File: src/shared/flash_seq_defs.svh
// Constants for the flash self-programming sequencer.
// Contract
// - Flash is programmed whole pages from the buffer; erase precedes write.
// - Erase code plus store-program within four cycles starts page erase; data ignored.
// - Erase takes its page only from the page index field.
// - Erasing a stalling-section page halts the CPU; else stalling section stays readable.
// - Load code plus store-program stores the data pair at the word index.
// - Buffer clears after page write, on section read enable, and on reset.
// - Each buffer word accepts one load between buffer clears.
// - An EEPROM write during page loading discards all loaded buffer data.
// - Write code plus store-program copies the buffer into the indexed page.
// - Writing a stalling-section page halts the CPU; else stalling section stays readable.
// - With interrupt enabled, request is held while the enable bit is clear.
// - Concurrent-read section is blocked and busy flag set while programming it.
// - Busy flag clears by section read enable after programming completes; the code also clears it on a page load.
// - Lock-set programs each lock bit whose data bit, bits five to two, is zero.
// - Lock programming neither halts the CPU nor blocks any section.
// - During an EEPROM write all commands and readback requests are refused.
// - Pointer one with lock-set armed: load-program within three cycles returns lock bits.
// - Lock-set and enable self-clear on readback or on the three/four cycle timeouts; the code clears them on readback, a store or the four-cycle timeout.
// - Pointer zero with lock-set armed: load-program within three cycles returns low fuse.
// - Buffer words may be loaded in any order.
// - Undefined low-five command values are ignored and arm nothing.
// - Section read re-enable has no effect while erase or write runs.
`ifndef FLASH_SEQ_DEFS_SVH
`define FLASH_SEQ_DEFS_SVH

// --------------------------------------------------------------------------
// Register byte offsets
// --------------------------------------------------------------------------
`define OFS_CONTROL      8'h00
`define OFS_POINTER      8'h04
`define OFS_DATA_PAIR    8'h08
`define OFS_ISSUE        8'h0c
`define OFS_RESULT       8'h10
`define OFS_LOCKS        8'h14
`define OFS_BUF_PEEK     8'h18

// --------------------------------------------------------------------------
// Control, issue and data-pair register bit positions
// --------------------------------------------------------------------------
`define BIT_IRQ_EN       7
`define BIT_BUSY_FLAG    6
`define BIT_LOCK_SET     3
`define BIT_ISSUE_STORE  0
`define BIT_ISSUE_LOAD   1
`define LOCK_LSB         2

// --------------------------------------------------------------------------
// Command codes in the low five control bits
// --------------------------------------------------------------------------
`define CMD_NONE         5'h00
`define CMD_LOAD         5'h01
`define CMD_ERASE        5'h03
`define CMD_WRITE        5'h05
`define CMD_LOCK         5'h09
`define CMD_REENABLE     5'h11

// --------------------------------------------------------------------------
// Reset values, timing and AXI response codes
// --------------------------------------------------------------------------
`define LOCKS_RESET      4'hf
`define FUSE_LOW_RESET   8'h62
`define STORE_WINDOW     3'h4
`define LOAD_WINDOW      3'h3
`define CLK_PERIOD_NS    25
`define PROG_TIME_NS     3700000
`define PROG_CYCLES      ((`PROG_TIME_NS + `CLK_PERIOD_NS - 1) / `CLK_PERIOD_NS)
`define AXI_OKAY         2'h0
`define AXI_SLVERR       2'h2

`endif

File: src/shared/flash_seq_pkg.sv
// Types shared by the flash self-programming sequencer.
package flash_seq_pkg;
    typedef logic [4:0] cmd_t;
    typedef enum logic [1:0] {
        OP_ERASE,
        OP_WRITE,
        OP_LOCK
    } op_kind_t;
    typedef enum logic {
        PHASE_IDLE,
        PHASE_RUN
    } phase_t;
endpackage : flash_seq_pkg

File: src/verilog/flash_self_program_sequencer.sv
// Flash self-programming sequencer with an AXI4-Lite register port.
`include "flash_seq_defs.svh"

module flash_self_program_sequencer #(
    parameter int          WORD_BITS   = 5,
    parameter int          PAGE_BITS   = 10,
    parameter int          STALL_FIRST = 896,
    parameter int          OP_CYCLES   = `PROG_CYCLES,
    parameter logic [7:0]  FUSE_LOW    = `FUSE_LOW_RESET
) (
    input  wire logic                       clk_sys,
    input  wire logic                       nrst,
    input  wire logic [7:0]                 s_axi_awaddr,
    input  wire logic                       s_axi_awvalid,
    output logic                            s_axi_awready,
    input  wire logic [31:0]                s_axi_wdata,
    input  wire logic [3:0]                 s_axi_wstrb,
    input  wire logic                       s_axi_wvalid,
    output logic                            s_axi_wready,
    output logic [1:0]                      s_axi_bresp,
    output logic                            s_axi_bvalid,
    input  wire logic                       s_axi_bready,
    input  wire logic [7:0]                 s_axi_araddr,
    input  wire logic                       s_axi_arvalid,
    output logic                            s_axi_arready,
    output logic [31:0]                     s_axi_rdata,
    output logic [1:0]                      s_axi_rresp,
    output logic                            s_axi_rvalid,
    input  wire logic                       s_axi_rready,
    input  wire logic                       eepromWriteBusy,
    output logic                            cpuHalt,
    output logic                            sectionBlocked,
    output logic                            readyIrq,
    output logic                            flashStart,
    output flash_seq_pkg::op_kind_t         flashOpKind,
    output logic [PAGE_BITS-1:0]            flashPage
);
    import flash_seq_pkg::*;

    localparam int WORDS = 1 << WORD_BITS;

    // ----------------------------------------------------------------------
    // State
    // ----------------------------------------------------------------------
    logic                   awHeld;
    logic                   wHeld;
    logic [7:0]             awAddr;
    logic [31:0]            wData;
    logic [3:0]             wStrb;
    logic                   irqEnable;
    logic                   busyFlag;
    cmd_t                   armedCmd;
    logic [2:0]             storeLeft;
    logic [2:0]             loadLeft;
    logic [15:0]            pointer;
    logic [15:0]            dataPair;
    logic [8:0]             result;
    logic [3:0]             lockBits;
    phase_t                 phase;
    op_kind_t               opKind;
    logic [31:0]            opCount;
    logic                   opStalling;
    logic [WORDS-1:0]       bufValid;
    logic [15:0]            bufMem [WORDS];

    // ----------------------------------------------------------------------
    // Decode
    // ----------------------------------------------------------------------
    wire                    doWrite     = awHeld && wHeld && !s_axi_bvalid;
    wire                    doRead      = s_axi_arvalid && s_axi_arready;
    wire                    hitControl  = awAddr == `OFS_CONTROL;
    wire                    hitPointer  = awAddr == `OFS_POINTER;
    wire                    hitData     = awAddr == `OFS_DATA_PAIR;
    wire                    hitIssue    = awAddr == `OFS_ISSUE;
    wire                    wrMapped    = hitControl || hitPointer || hitData || hitIssue;
    wire                    opBusy      = phase == PHASE_RUN;
    wire                    selfprogEnable = opBusy || (armedCmd != `CMD_NONE);
    wire cmd_t              newCmd      = wData[4:0];
    wire                    legalCmd    = newCmd == `CMD_LOAD || newCmd == `CMD_ERASE
                                          || newCmd == `CMD_WRITE || newCmd == `CMD_LOCK
                                          || newCmd == `CMD_REENABLE;
    // Arming is refused while a program operation runs, so a re-enable can never act mid-operation.
    wire                    armCtl      = doWrite && hitControl && wStrb[0] && legalCmd
                                          && !selfprogEnable && !eepromWriteBusy;
    wire                    storeIssue  = doWrite && hitIssue && wStrb[0] && wData[`BIT_ISSUE_STORE]
                                          && storeLeft != 3'h0 && !eepromWriteBusy;
    wire                    loadIssue   = doWrite && hitIssue && wStrb[0] && wData[`BIT_ISSUE_LOAD]
                                          && !eepromWriteBusy;
    wire                    lockRead    = loadIssue && armedCmd == `CMD_LOCK && loadLeft != 3'h0;
    wire [WORD_BITS-1:0]    wordIdx     = pointer[WORD_BITS:1];
    wire [PAGE_BITS-1:0]    pageIdx     = pointer[WORD_BITS+PAGE_BITS:WORD_BITS+1];
    wire                    pageStalls  = 32'(pageIdx) >= STALL_FIRST;
    wire                    doLoadWord  = storeIssue && armedCmd == `CMD_LOAD && !bufValid[wordIdx];
    wire                    startErase  = storeIssue && armedCmd == `CMD_ERASE;
    wire                    startWrite  = storeIssue && armedCmd == `CMD_WRITE;
    wire                    startLock   = storeIssue && armedCmd == `CMD_LOCK;
    wire                    startOp     = startErase || startWrite || startLock;
    wire                    reEnable    = storeIssue && armedCmd == `CMD_REENABLE && !opBusy;
    wire                    opDone      = opBusy && opCount == 32'h0000_0001;
    wire                    bufClear    = (opDone && opKind == OP_WRITE) || reEnable
                                          || (eepromWriteBusy && armedCmd == `CMD_LOAD);
    wire [7:0]              lockByte    = {2'h3, lockBits, 2'h3};
    wire [7:0]              lockedByte  = (pointer == 16'h0001) ? lockByte
                                        : (pointer == 16'h0000) ? FUSE_LOW : 8'hff;
    wire [7:0]              ctrlRead    = {irqEnable, busyFlag, 1'b0, armedCmd[4:1], selfprogEnable};
    wire [3:0]              nextLocks   = lockBits & dataPair[`LOCK_LSB+3:`LOCK_LSB];

    logic [31:0]            readValue;
    logic                   readHit;
    always_comb begin
        readHit   = 1'b1;
        readValue = 32'h0000_0000;
        unique case (s_axi_araddr)
            `OFS_CONTROL:   readValue = {24'h00_0000, ctrlRead};
            `OFS_POINTER:   readValue = {16'h0000, pointer};
            `OFS_DATA_PAIR: readValue = {16'h0000, dataPair};
            `OFS_ISSUE:     readValue = 32'h0000_0000;
            `OFS_RESULT:    readValue = {23'h00_0000, result};
            `OFS_LOCKS:     readValue = {24'h00_0000, lockByte};
            `OFS_BUF_PEEK:  readValue = {15'h0000, bufValid[wordIdx], bufMem[wordIdx]};
            default:        readHit   = 1'b0;
        endcase
    end

    // ----------------------------------------------------------------------
    // AXI4-Lite channels
    // ----------------------------------------------------------------------
    always_ff @(posedge clk_sys or negedge nrst) begin
        if (!nrst) begin
            awHeld        <= 1'b0;
            wHeld         <= 1'b0;
            awAddr        <= 8'h00;
            wData         <= 32'h0000_0000;
            wStrb         <= 4'h0;
            s_axi_awready <= 1'b0;
            s_axi_wready  <= 1'b0;
            s_axi_bvalid  <= 1'b0;
            s_axi_bresp   <= `AXI_OKAY;
        end else begin
            s_axi_awready <= !awHeld && !(s_axi_awvalid && s_axi_awready);
            s_axi_wready  <= !wHeld && !(s_axi_wvalid && s_axi_wready);
            if (s_axi_awvalid && s_axi_awready) begin
                awHeld <= 1'b1;
                awAddr <= {s_axi_awaddr[7:2], 2'h0};
            end
            if (s_axi_wvalid && s_axi_wready) begin
                wHeld <= 1'b1;
                wData <= s_axi_wdata;
                wStrb <= s_axi_wstrb;
            end
            if (doWrite) begin
                awHeld       <= 1'b0;
                wHeld        <= 1'b0;
                s_axi_bvalid <= 1'b1;
                s_axi_bresp  <= wrMapped ? `AXI_OKAY : `AXI_SLVERR;
            end else if (s_axi_bready) begin
                s_axi_bvalid <= 1'b0;
            end
        end
    end

    always_ff @(posedge clk_sys or negedge nrst) begin
        if (!nrst) begin
            s_axi_arready <= 1'b0;
            s_axi_rvalid  <= 1'b0;
            s_axi_rdata   <= 32'h0000_0000;
            s_axi_rresp   <= `AXI_OKAY;
        end else begin
            s_axi_arready <= !s_axi_rvalid && !doRead;
            if (doRead) begin
                s_axi_rvalid <= 1'b1;
                s_axi_rdata  <= readValue;
                s_axi_rresp  <= readHit ? `AXI_OKAY : `AXI_SLVERR;
            end else if (s_axi_rready) begin
                s_axi_rvalid <= 1'b0;
            end
        end
    end

    // ----------------------------------------------------------------------
    // Software registers
    // ----------------------------------------------------------------------
    always_ff @(posedge clk_sys or negedge nrst) begin
        if (!nrst) begin
            pointer   <= 16'h0000;
            dataPair  <= 16'h0000;
            irqEnable <= 1'b0;
        end else begin
            if (doWrite && hitPointer) begin
                if (wStrb[0]) pointer[7:0]  <= wData[7:0];
                if (wStrb[1]) pointer[15:8] <= wData[15:8];
            end
            if (doWrite && hitData) begin
                if (wStrb[0]) dataPair[7:0]  <= wData[7:0];
                if (wStrb[1]) dataPair[15:8] <= wData[15:8];
            end
            if (doWrite && hitControl && wStrb[0]) begin
                irqEnable <= wData[`BIT_IRQ_EN];
            end
        end
    end

    // ----------------------------------------------------------------------
    // Command arming and timeouts
    // ----------------------------------------------------------------------
    // The store window counts four cycles and the load window three from the control write.
    always_ff @(posedge clk_sys or negedge nrst) begin
        if (!nrst) begin
            armedCmd  <= `CMD_NONE;
            storeLeft <= 3'h0;
            loadLeft  <= 3'h0;
        end else if (armCtl) begin
            armedCmd  <= newCmd;
            storeLeft <= `STORE_WINDOW;
            loadLeft  <= `LOAD_WINDOW;
        end else if (storeIssue || lockRead || storeLeft == 3'h1) begin
            armedCmd  <= `CMD_NONE;
            storeLeft <= 3'h0;
            loadLeft  <= 3'h0;
        end else begin
            if (storeLeft != 3'h0) storeLeft <= storeLeft - 3'h1;
            if (loadLeft != 3'h0) loadLeft <= loadLeft - 3'h1;
        end
    end

    // ----------------------------------------------------------------------
    // Readback
    // ----------------------------------------------------------------------
    // Bit eight marks a lock or fuse answer; a plain load-program returns zero since no array is modelled.
    always_ff @(posedge clk_sys or negedge nrst) begin
        if (!nrst) begin
            result <= 9'h000;
        end else if (lockRead) begin
            result <= {1'b1, lockedByte};
        end else if (loadIssue) begin
            result <= 9'h000;
        end
    end

    // ----------------------------------------------------------------------
    // Temporary page buffer
    // ----------------------------------------------------------------------
    always_ff @(posedge clk_sys or negedge nrst) begin
        if (!nrst) begin
            bufValid <= '0;
        end else if (bufClear) begin
            bufValid <= '0;
        end else if (doLoadWord) begin
            bufValid[wordIdx] <= 1'b1;
        end
    end

    always_ff @(posedge clk_sys) begin
        if (doLoadWord) begin
            bufMem[wordIdx] <= dataPair;
        end
    end

    // ----------------------------------------------------------------------
    // Program operation timer
    // ----------------------------------------------------------------------
    always_ff @(posedge clk_sys or negedge nrst) begin
        if (!nrst) begin
            phase      <= PHASE_IDLE;
            opKind     <= OP_ERASE;
            opCount    <= 32'h0000_0000;
            opStalling <= 1'b0;
            flashPage  <= '0;
        end else begin
            unique case (phase)
                PHASE_IDLE: begin
                    if (startOp) begin
                        phase      <= PHASE_RUN;
                        opCount    <= 32'(OP_CYCLES);
                        opKind     <= startErase ? OP_ERASE : startWrite ? OP_WRITE : OP_LOCK;
                        opStalling <= pageStalls && !startLock;
                        flashPage  <= pageIdx;
                    end
                end
                PHASE_RUN: begin
                    opCount <= opCount - 32'h0000_0001;
                    if (opDone) begin
                        phase      <= PHASE_IDLE;
                        opStalling <= 1'b0;
                    end
                end
            endcase
        end
    end

    always_ff @(posedge clk_sys or negedge nrst) begin
        if (!nrst) begin
            lockBits <= `LOCKS_RESET;
        end else if (opDone && opKind == OP_LOCK) begin
            lockBits <= nextLocks;
        end
    end

    // ----------------------------------------------------------------------
    // Section status and outputs
    // ----------------------------------------------------------------------
    // A page load also releases the busy flag as a shortcut.
    always_ff @(posedge clk_sys or negedge nrst) begin
        if (!nrst) begin
            busyFlag <= 1'b0;
        end else if ((startErase || startWrite) && !pageStalls) begin
            busyFlag <= 1'b1;
        end else if (reEnable || doLoadWord) begin
            busyFlag <= 1'b0;
        end
    end

    always_ff @(posedge clk_sys or negedge nrst) begin
        if (!nrst) begin
            cpuHalt        <= 1'b0;
            sectionBlocked <= 1'b0;
            readyIrq       <= 1'b0;
            flashStart     <= 1'b0;
            flashOpKind    <= OP_ERASE;
        end else begin
            cpuHalt        <= (startOp && pageStalls && !startLock)
                              || (opBusy && opStalling && !opDone);
            sectionBlocked <= busyFlag || ((startErase || startWrite) && !pageStalls);
            readyIrq       <= irqEnable && !selfprogEnable;
            flashStart     <= startOp;
            flashOpKind    <= startErase ? OP_ERASE : startWrite ? OP_WRITE : startLock ? OP_LOCK : flashOpKind;
        end
    end

endmodule : flash_self_program_sequencer
File: config.mk
export PLATFORM = sky130hd
export DESIGN_NAME = flash_self_program_sequencer
export DESIGN_NICKNAME = d
export VERILOG_FILES = /design/src/shared/flash_seq_pkg.sv /design/src/verilog/flash_self_program_sequencer.sv
export VERILOG_INCLUDE_DIRS = /design/src /design/src/shared
export SDC_FILE = /design/constraint.sdc
export NUM_CORES = 1
export LEC_CHECK = 0
export ABC_AREA = 0
export BUFFER_PORTS_ARGS = -buffer_cell sky130_fd_sc_hd__buf_4
export CORE_UTILIZATION = 45
export CTS_CLUSTER_SIZE = 10
export DETAILED_ROUTE_END_ITERATION = 10
export GPL_TIMING_DRIVEN = 0
export PLACE_DENSITY_LB_ADDON = 0.12
export SLEW_MARGIN = 30
export SYNTH_ARGS = -nofsm -noshare
export SYNTH_HDL_FRONTEND = slang
export SYNTH_SLANG_ARGS = --single-unit
File: constraint.sdc
create_clock -name clk_sys -period 13.5 [get_ports clk_sys]
set_input_delay 1.35 -clock clk_sys [delete_from_list [all_inputs] [get_ports clk_sys]]
set_output_delay 1.35 -clock clk_sys [all_outputs]
set_load 0.005 [all_outputs]
==> results.md, run 1 <==
- Peak supply drop: 0.1205 mV
- Number of synthesized flops with an enable pin: 512
- Post-synthesis sequential area ratio: 70.82%
- Fin Clk Skew: 0.02336 ns
- MaxCap Viol Count: 0
- Cts bufs inserted: 80
- DRT iter0 DRCs: 1529
- Avg WL per Cell: 27.85 um
- Mean Syn Cell Area: 17.27 um2
- Fin nets: 1977
- Routed Wire Length: 77690 um
- Setup repair bufs after CTS: 0
- Startpoint types: register
- Hold-fix buffers at CTS: 0
- Initial antenna violation count: 2
- Core ar.: 62050 um2
- GPL Wtd Cong: 0.8712
- Hold Crit Class: register to register
- Commonest cells after routing, fill and taps aside: edfxtp_1, dfrtp_1, buf_4
- Via density: 5.943
- CP arrival: 4.97 ns
- Starting Density: 45.76%
- IO Port Bufs: 77
- Synth Flop Type: edfxtp_1
- CP max FO: 10
- Clk slew on worst S/H paths: 0.05 ns
- Antenna-violating nets left: 0
- Global route overflow: 0
- Synth warn: 0
- Final worst slack: 8.834 ns
- Final setup TNS: 0 ns
- First-pass GRT wire length: 112700 um
- Clock Tree Root: clkbuf_16
- TritonRoute pass-1 iters: 7
- Setup violators final: 0
- Max Fclk: 214.3 MHz
- FF+latch count, synth: 701
- Period minus WS final: 4.666 ns
- Tightest Pin Transition: 1.036 ns
- Clk Latency, worst-skew pair: 0.63 ns
- Setup WS pre-CTS: 8.459 ns
- Reg2Reg Depth: 10
- Die Span Y: 253.2 um
- H-tree levels: 3
- Number of cells after detailed placement: 2665
- Largest net degree at the start of global routing: 83
- Cell Pwr Density: 174.8 nW/um2
- CTS max path bufs: 3
- Fin crit share: 34.56%
- Share of cells above drive strength 1: 28.83%
- Vias: 16580
- Static Leak: 11.61 nW
- Final Hold Viols: 0
- Synthesized area: 28390 um2
- Total Routing Usage GR: 24.78%
- CTS sink cnt: 701
- Worst Hold Depth: 1
- Yosys cell types: 66
- Drc violations: 0
- Worst EP required: 13.81 ns
- Asr flop ratio synth: 26.96%
- Cts repair resizes: 0
- Die area: 64110 um2
- HPWL after DPL: 55280 um
- Setup CP Type: register to register
- Area Growth Syn to Fin: 17.82%
- Vias in the first global route: 16250
- Outcome: complete, no violations
- FP Rows: 91
- Die X: 253.2 um
- Non-filler cells, final: 2790
- RSZ-0062 raised after global routing: false
- Ant diodes: 0
- Critical Path End Type: register
- Slew HR: 30.94%
- Syn Inst Count: 1644
- Most common cell after layout, fill and taps aside: edfxtp_1
- CTS tree: done
- I/O pin count: 117
- Slew Limit Fails: 0
[cell type report]
type | count | area [um2]
tap | 837 | 1047
fill | 4992 | 28600
clock buffer | 123 | 2280
buffer | 106 | 578.1
inverter | 16 | 60.06
timing repair buffer | 168 | 1375
multi-input combinational | 837 | 7969
sequential | 701 | 20130
clock inverter | 2 | 17.52
[worst max-delay path: stages (launching register included)]
cell	delay, ns
dfrtp_1	0.47
buf_6	0.18
clkbuf_1	0.47
nand2b_1	0.19
nor2_1	0.67
clkbuf_1	0.65
nor4b_2	0.72
buf_2	0.32
buf_2	0.22
buf_2	0.21
buf_2	0.23
[power by group]
part	switching (mW)	internal, mW	leakage, nW
combinational	0.647	0.443	3.61
clock	0.812	1.15	1.11
sequential	0.243	2.55	6.89
total	1.70	4.14	11.6
[path summary, 6_finish.rpt]
path                              from            end  slack (ns)
setup / recovery            pointer[3]  bufMem[5][15]        8.83
max in group asynchronous         nrst   dataPair[10]       11.78
min in group asynchronous         nrst      awAddr[5]        0.58
hold reg to reg            opCount[30]    opCount[30]        0.46
setup reg to reg            pointer[3]  bufMem[5][15]        8.83
hold / removal             opCount[30]    opCount[30]        0.46
[kinds of logic (layout without fill, tap and decap cells)]
kind of cell / count (synthesis) / after routing / share of synthesized area, %
buffers and inverters: 122 / 415 / 2.221
other: 1 / 17 / 0.01321
AND/OR/NAND/NOR: 313 / 313 / 6.777
flip-flops: 701 / 701 / 70.82
XOR/XNOR: 7 / 7 / 0.2159
AO/OA/AOI/OAI: 244 / 244 / 5.980
adder cells (fa/ha/maj): 8 / 8 / 0.3437
multiplexers: 248 / 248 / 13.63
[per-layer routing]
| metal | GRT usage, % | vias up | share of wire [%] |
|---|---|---|---|
| met4 | 6.424 | 0 | 1.7 |
| li1 | - | 7111 | - |
| met3 | 4.256 | 89 | 7.0 |
| met2 | 39.36 | 618 | 48 |
| met1 | 35.52 | 8764 | 43 |
| met5 | 0 | - | 0 |
[flip-flops by register name, summed over array words and instances, names as in the netlist, 3 cells and up]
signal	count
storeLeft	3
dataPair	16
armedCmd	5
flashPage	10
bufMem	512
bufValid	32
result	6
wData	16
pointer	16
opCount	32
lockBits	4
loadLeft	3
s_axi_rdata	17
awAddr	6
[cells in the mapped netlist (12+ instances only)]
cell type  instances  share of area [%]
or3_1             12               0.26
a22oi_1           56                1.5
nand2b_1          12               0.26
buf_4             23               0.61
inv_1             16               0.21
buf_2             27               0.48
a21oi_1           14               0.25
nand3_1           38               0.67
clkbuf_1          38               0.50
edfxtp_1         512                 54
dfrtp_1          185                 16
mux2_2            69                2.7
o21a_1            36               0.95
o21ai_0           35               0.62
nand2_1           55               0.73
nor2b_1           15               0.33
mux2i_1           75                2.6
mux4_2           104                8.2
nor2_1            46               0.61
nor4_2            21               0.93
o22ai_1           44               0.97
nor3_1            34               0.60
[per-stage QoR]
step | cell area [um2] | utilization, % | total power, mW | hold WS (ns)
2_1_floorplan | 28450 | - | 3.414 | 0.4266
3_3_place_gp | 30080 | 48.47 | 3.885 | 0.4417
3_5_place_dp | 31140 | 50.18 | 3.938 | 0.4614
4_1_cts | 33440 | 53.88 | 5.889 | 0.4652
5_1_grt | 33460 | 53.91 | 6.046 | 0.4811
6_report | 33460 | 53.91 | 5.847 | 0.4613
Power figures use the tool's default switching activity.
==> run 2, diff against run 1 <==
Settings changed: ABC_AREA 0 to 1.
Clock period 13.5 ns to 4.2 ns, I/O delays scaled along.
==> run 2 against run 1 <==
Synthesized area up 6.7%; design area up 4.5%; flip-flop and latch count unchanged; cell count up 54%; wire length up 25%; sequential share of layout area down 2.6 points; maximum frequency up 27%; via count up 38%; synthesized cell count up 93%; first-iteration DRC count up 46%; core utilization down 1.1 points.
==> results.md, run 2 <==
- Outcome: complete, no violations
- Largest net degree at the start of global routing: 87 (+4.8%)
- MaxCap Viol Count: 0 (unchanged)
- R2r setup slk: 0.53 ns (-8.30 ns)
- Core ar.: 66220 um2 (+6.7%)
- Most common cell after layout, fill and taps aside: nand2_1
- RSZ-0062 raised after global routing: false
- Clock share of power: 30.0% (-3.5 points)
- I/O pin count: 117 (unchanged)
- Peak supply drop: 0.3308 mV (+170%)
- TritonRoute pass-1 iters: 5 (-2)
- Starting Density: 45.75% (about the same)
- First-pass GRT wire length: 142400 um (+26%)
- CTS sink cnt: 701 (unchanged)
- FP Rows: 94 (+3.3%)
- Biggest register: bufMem
- Yosys cell types: 36 (-45%)
- Critical path's slowest cell: clkinv_1
- Cell taking the most area after synthesis: edfxtp_1
- Syn Inst Count: 3174 (+93%)
- Comb power frac: 27.9% (+9.3 points)
- Cell family with most CP delay: buffers and inverters
- NetSw: 8.080 mW (+370%)
- Slew HR: 32.54% (+1.6 points)
- H-tree levels: 3 (unchanged)
- Post-synthesis sequential area ratio: 66.37% (-4.4 points)
- DRT iter0 DRCs: 2235 (+46%)
- Fillers: 6014 (+20%)
- Synth Flop Type: edfxtp_1
- Top-area cell type share of the netlist area: 50.75% (-3.4 points)
- Drc violations: 0 (unchanged)
- Vias in the first global route: 22050 (+36%)
- Initial antenna violation count: 2 (unchanged)
- Clock Tree Root: clkbuf_16
- Cts bufs inserted: 81 (+1.3%)
- Most frequent cell after synthesis: nand2_1
- Non-filler cells, final: 4304 (+54%)
- Vias: 22810 (+38%)
- Top Registers: bufMem: 512 flops, bufValid: 32 flops, opCount: 32 flops
- CTS max path bufs: 3 (unchanged)
- Slew Limit Fails: 0 (unchanged)
- Seq pwr share: 42.0% (-5.8 points)
- WP buf/inv: 6 (-1)
- Mean Syn Cell Area: 9.545 um2 (-45%)
- Routed Wire Length: 96820 um (+25%)
- Avg WL per Cell: 22.50 um (-19%)
- Hold Crit Class: input port to register
- Final Hold Viols: 0 (unchanged)
- Total Routing Usage GR: 28.94% (+4.2 points)
- Cts repair resizes: 0 (unchanged)
- Asr flop ratio synth: 26.96% (unchanged)
- Number of cells after detailed placement: 4145 (+56%)
- Fin crit share: 87.32% (+53 points)
- Final worst slack: 0.5324 ns (-8.302 ns)
- Synthesized area: 30300 um2 (+6.7%)
- Startpoint types: register
- Cell-by-cell trace of the critical path: buf_2 -> clkinv_1 -> buf_2 -> buf_1 -> nor2_1 -> inv_1 -> nor2_1 -> nand4_1 -> clkinv_1
- CP max FO: 16 (+6)
- Die X: 261.5 um (+3.3%)
- Number of synthesized flops with an enable pin: 512 (unchanged)
- Commonest cells after routing, fill and taps aside: nand2_1, edfxtp_1, dfrtp_1
- Area Growth Syn to Fin: 15.38%
- Sw frac: 37.46% (+8.3 points)
- Ant diodes: 0 (unchanged)
- Number of flip-flops in the largest register: 512 (unchanged)
- Clk Latency, worst-skew pair: 0.64 ns (about the same)
- Die area: 68370 um2 (+6.6%)
- Setup violators final: 0 (unchanged)
- Tightest Pin Transition: 1.011 ns (-0.02503 ns)
- HPWL after DPL: 65810 um (+19%)
- Synth area leaders: edfxtp_1, nand2_1, dfrtp_1, inv_1, nor2_1
- Setup WS pre-CTS: 0.7721 ns (-7.687 ns)
- Antenna-violating nets left: 0 (unchanged)
- Worst EP required: 4.28 ns (-9.53 ns)
- IO Port Bufs: 79 (+2.6%)
- CTS tree: done
- Setup CP Type: register to register
- Final Core Density: 52.79% (-1.1 points)
- Period minus WS final: 3.668 ns (-0.9982 ns)
- FF+latch count, synth: 701 (unchanged)
- Final setup TNS: 0 ns (unchanged)
- Fin nets: 3454 (+75%)
- Share of cells above drive strength 1: 9.099% (-20 points)
- CP max stage delay: 0.74 ns (+0.02 ns)
- Static Leak: 15.11 nW (+30%)
- Pint: 13.49 mW (+230%)
- Fin Clk Skew: 0.02198 ns (-0.001381 ns)
- Critical Path End Type: register
- GPL Wtd Cong: 0.9511 (+9.2%)
- CP arrival: 3.75 ns (-1.22 ns)
- Clk slew on worst S/H paths: 0.06 ns (about the same)
- Die Span Y: 261.5 um (+3.3%)
- Via density: 5.299 (-11%)
- Max Fclk: 272.7 MHz (+27%)
- Synth cell count leaders: nand2_1, edfxtp_1, dfrtp_1
- Cell Pwr Density: 617.0 nW/um2 (+250%)
- Global route overflow: 0 (unchanged)
- Synth warn: 0 (unchanged)
-- run 2: cell types whose count changed after synthesis, sizes merged, moves of 41 or more --
cell   previous run  this run
nand2            56      1580
o22ai            44         3
mux2             69         0
nand4             4        51
a22oi            56         0
nor2             47       174
nand3            38       105
inv              16       182
o21ai            35       129
mux4            104         0
mux2i            75         0
-- run 2: final timing paths --
kind                       cells after the start            from            end
setup reg to reg                               9      pointer[2]   bufMem[6][1]
hold / removal                                 3  s_axi_wdata[3]       wData[3]
min in group asynchronous                      2            nrst    opCount[15]
hold reg to reg                                1    s_axi_rvalid  s_axi_arready
max in group asynchronous                      3            nrst   dataPair[14]
setup / recovery                               9      pointer[2]   bufMem[6][1]
-- run 2: stage by stage --
stage                     area (um2)  total power, mW  hold WS (ns)
after detailed placement       32370            15.06        0.3094
final                          34950            21.57       0.02839
after global placement         32030            14.79        0.4300
after CTS                      34950            21.52      0.007105
after global routing           34950            22.41       0.02567
after floorplan                30360            11.93        0.1244
-- run 2: cell type report --
cell class,count,area [um2],area share (%)
Inverter,188,705.7,2.019
Timing Repair Buffer,114,1139,3.257
Sequential cell,701,20130,57.59
Multi-Input combinational cell,2162,8879,25.40
Tap cell,864,1081,3.093
Clock inverter,7,82.58,0.2362
Clock buffer,129,2270,6.493
Buffer,139,669.4,1.915
-- run 2: logic make-up after synthesis --
group | share of synthesized area, %
flip-flops | 66.37
AO/OA/AOI/OAI | 3.168
other | 0.01238
adder cells (fa/ha/maj) | 0.2891
AND/OR/NAND/NOR | 25.33
buffers and inverters | 4.539
XOR/XNOR | 0.2891
-- run 2: repair_timing --
| action | CTS | global route |
|---|---|---|
| hold buffers | 23 | 0 |
| endpoints found under the hold margin | 54 | 0 |
| endpoints found under the setup margin | 0 | 0 |
| setup buffers | 0 | 0 |
-- run 2: tightest hold or removal path, cell delays in order --
cell	delay [ns]
buf_4	0.08
nand2_1	0.06
o21ai_0	0.07
-- run 2: power by group through the flow --
stage / sequential [mW] / combinational, mW / clock, mW
2_1_floorplan: 8.84 / 3.09 / 0
3_3_place_gp: 9.48 / 5.31 / 0
3_5_place_dp: 9.18 / 5.88 / 0
4_1_cts: 9.05 / 5.92 / 6.55
5_1_grt: 9.09 / 6.51 / 6.81
6_report: 9.06 / 6.03 / 6.48
-- run 2: layer usage --
layer	track usage [%]	up-vias	part of all wire, %
met5	0	-	0
met4	13.19	0	4.5
met3	4.781	196	8.3
met2	44.67	976	45
met1	40.23	10940	42
li1	-	10690	-
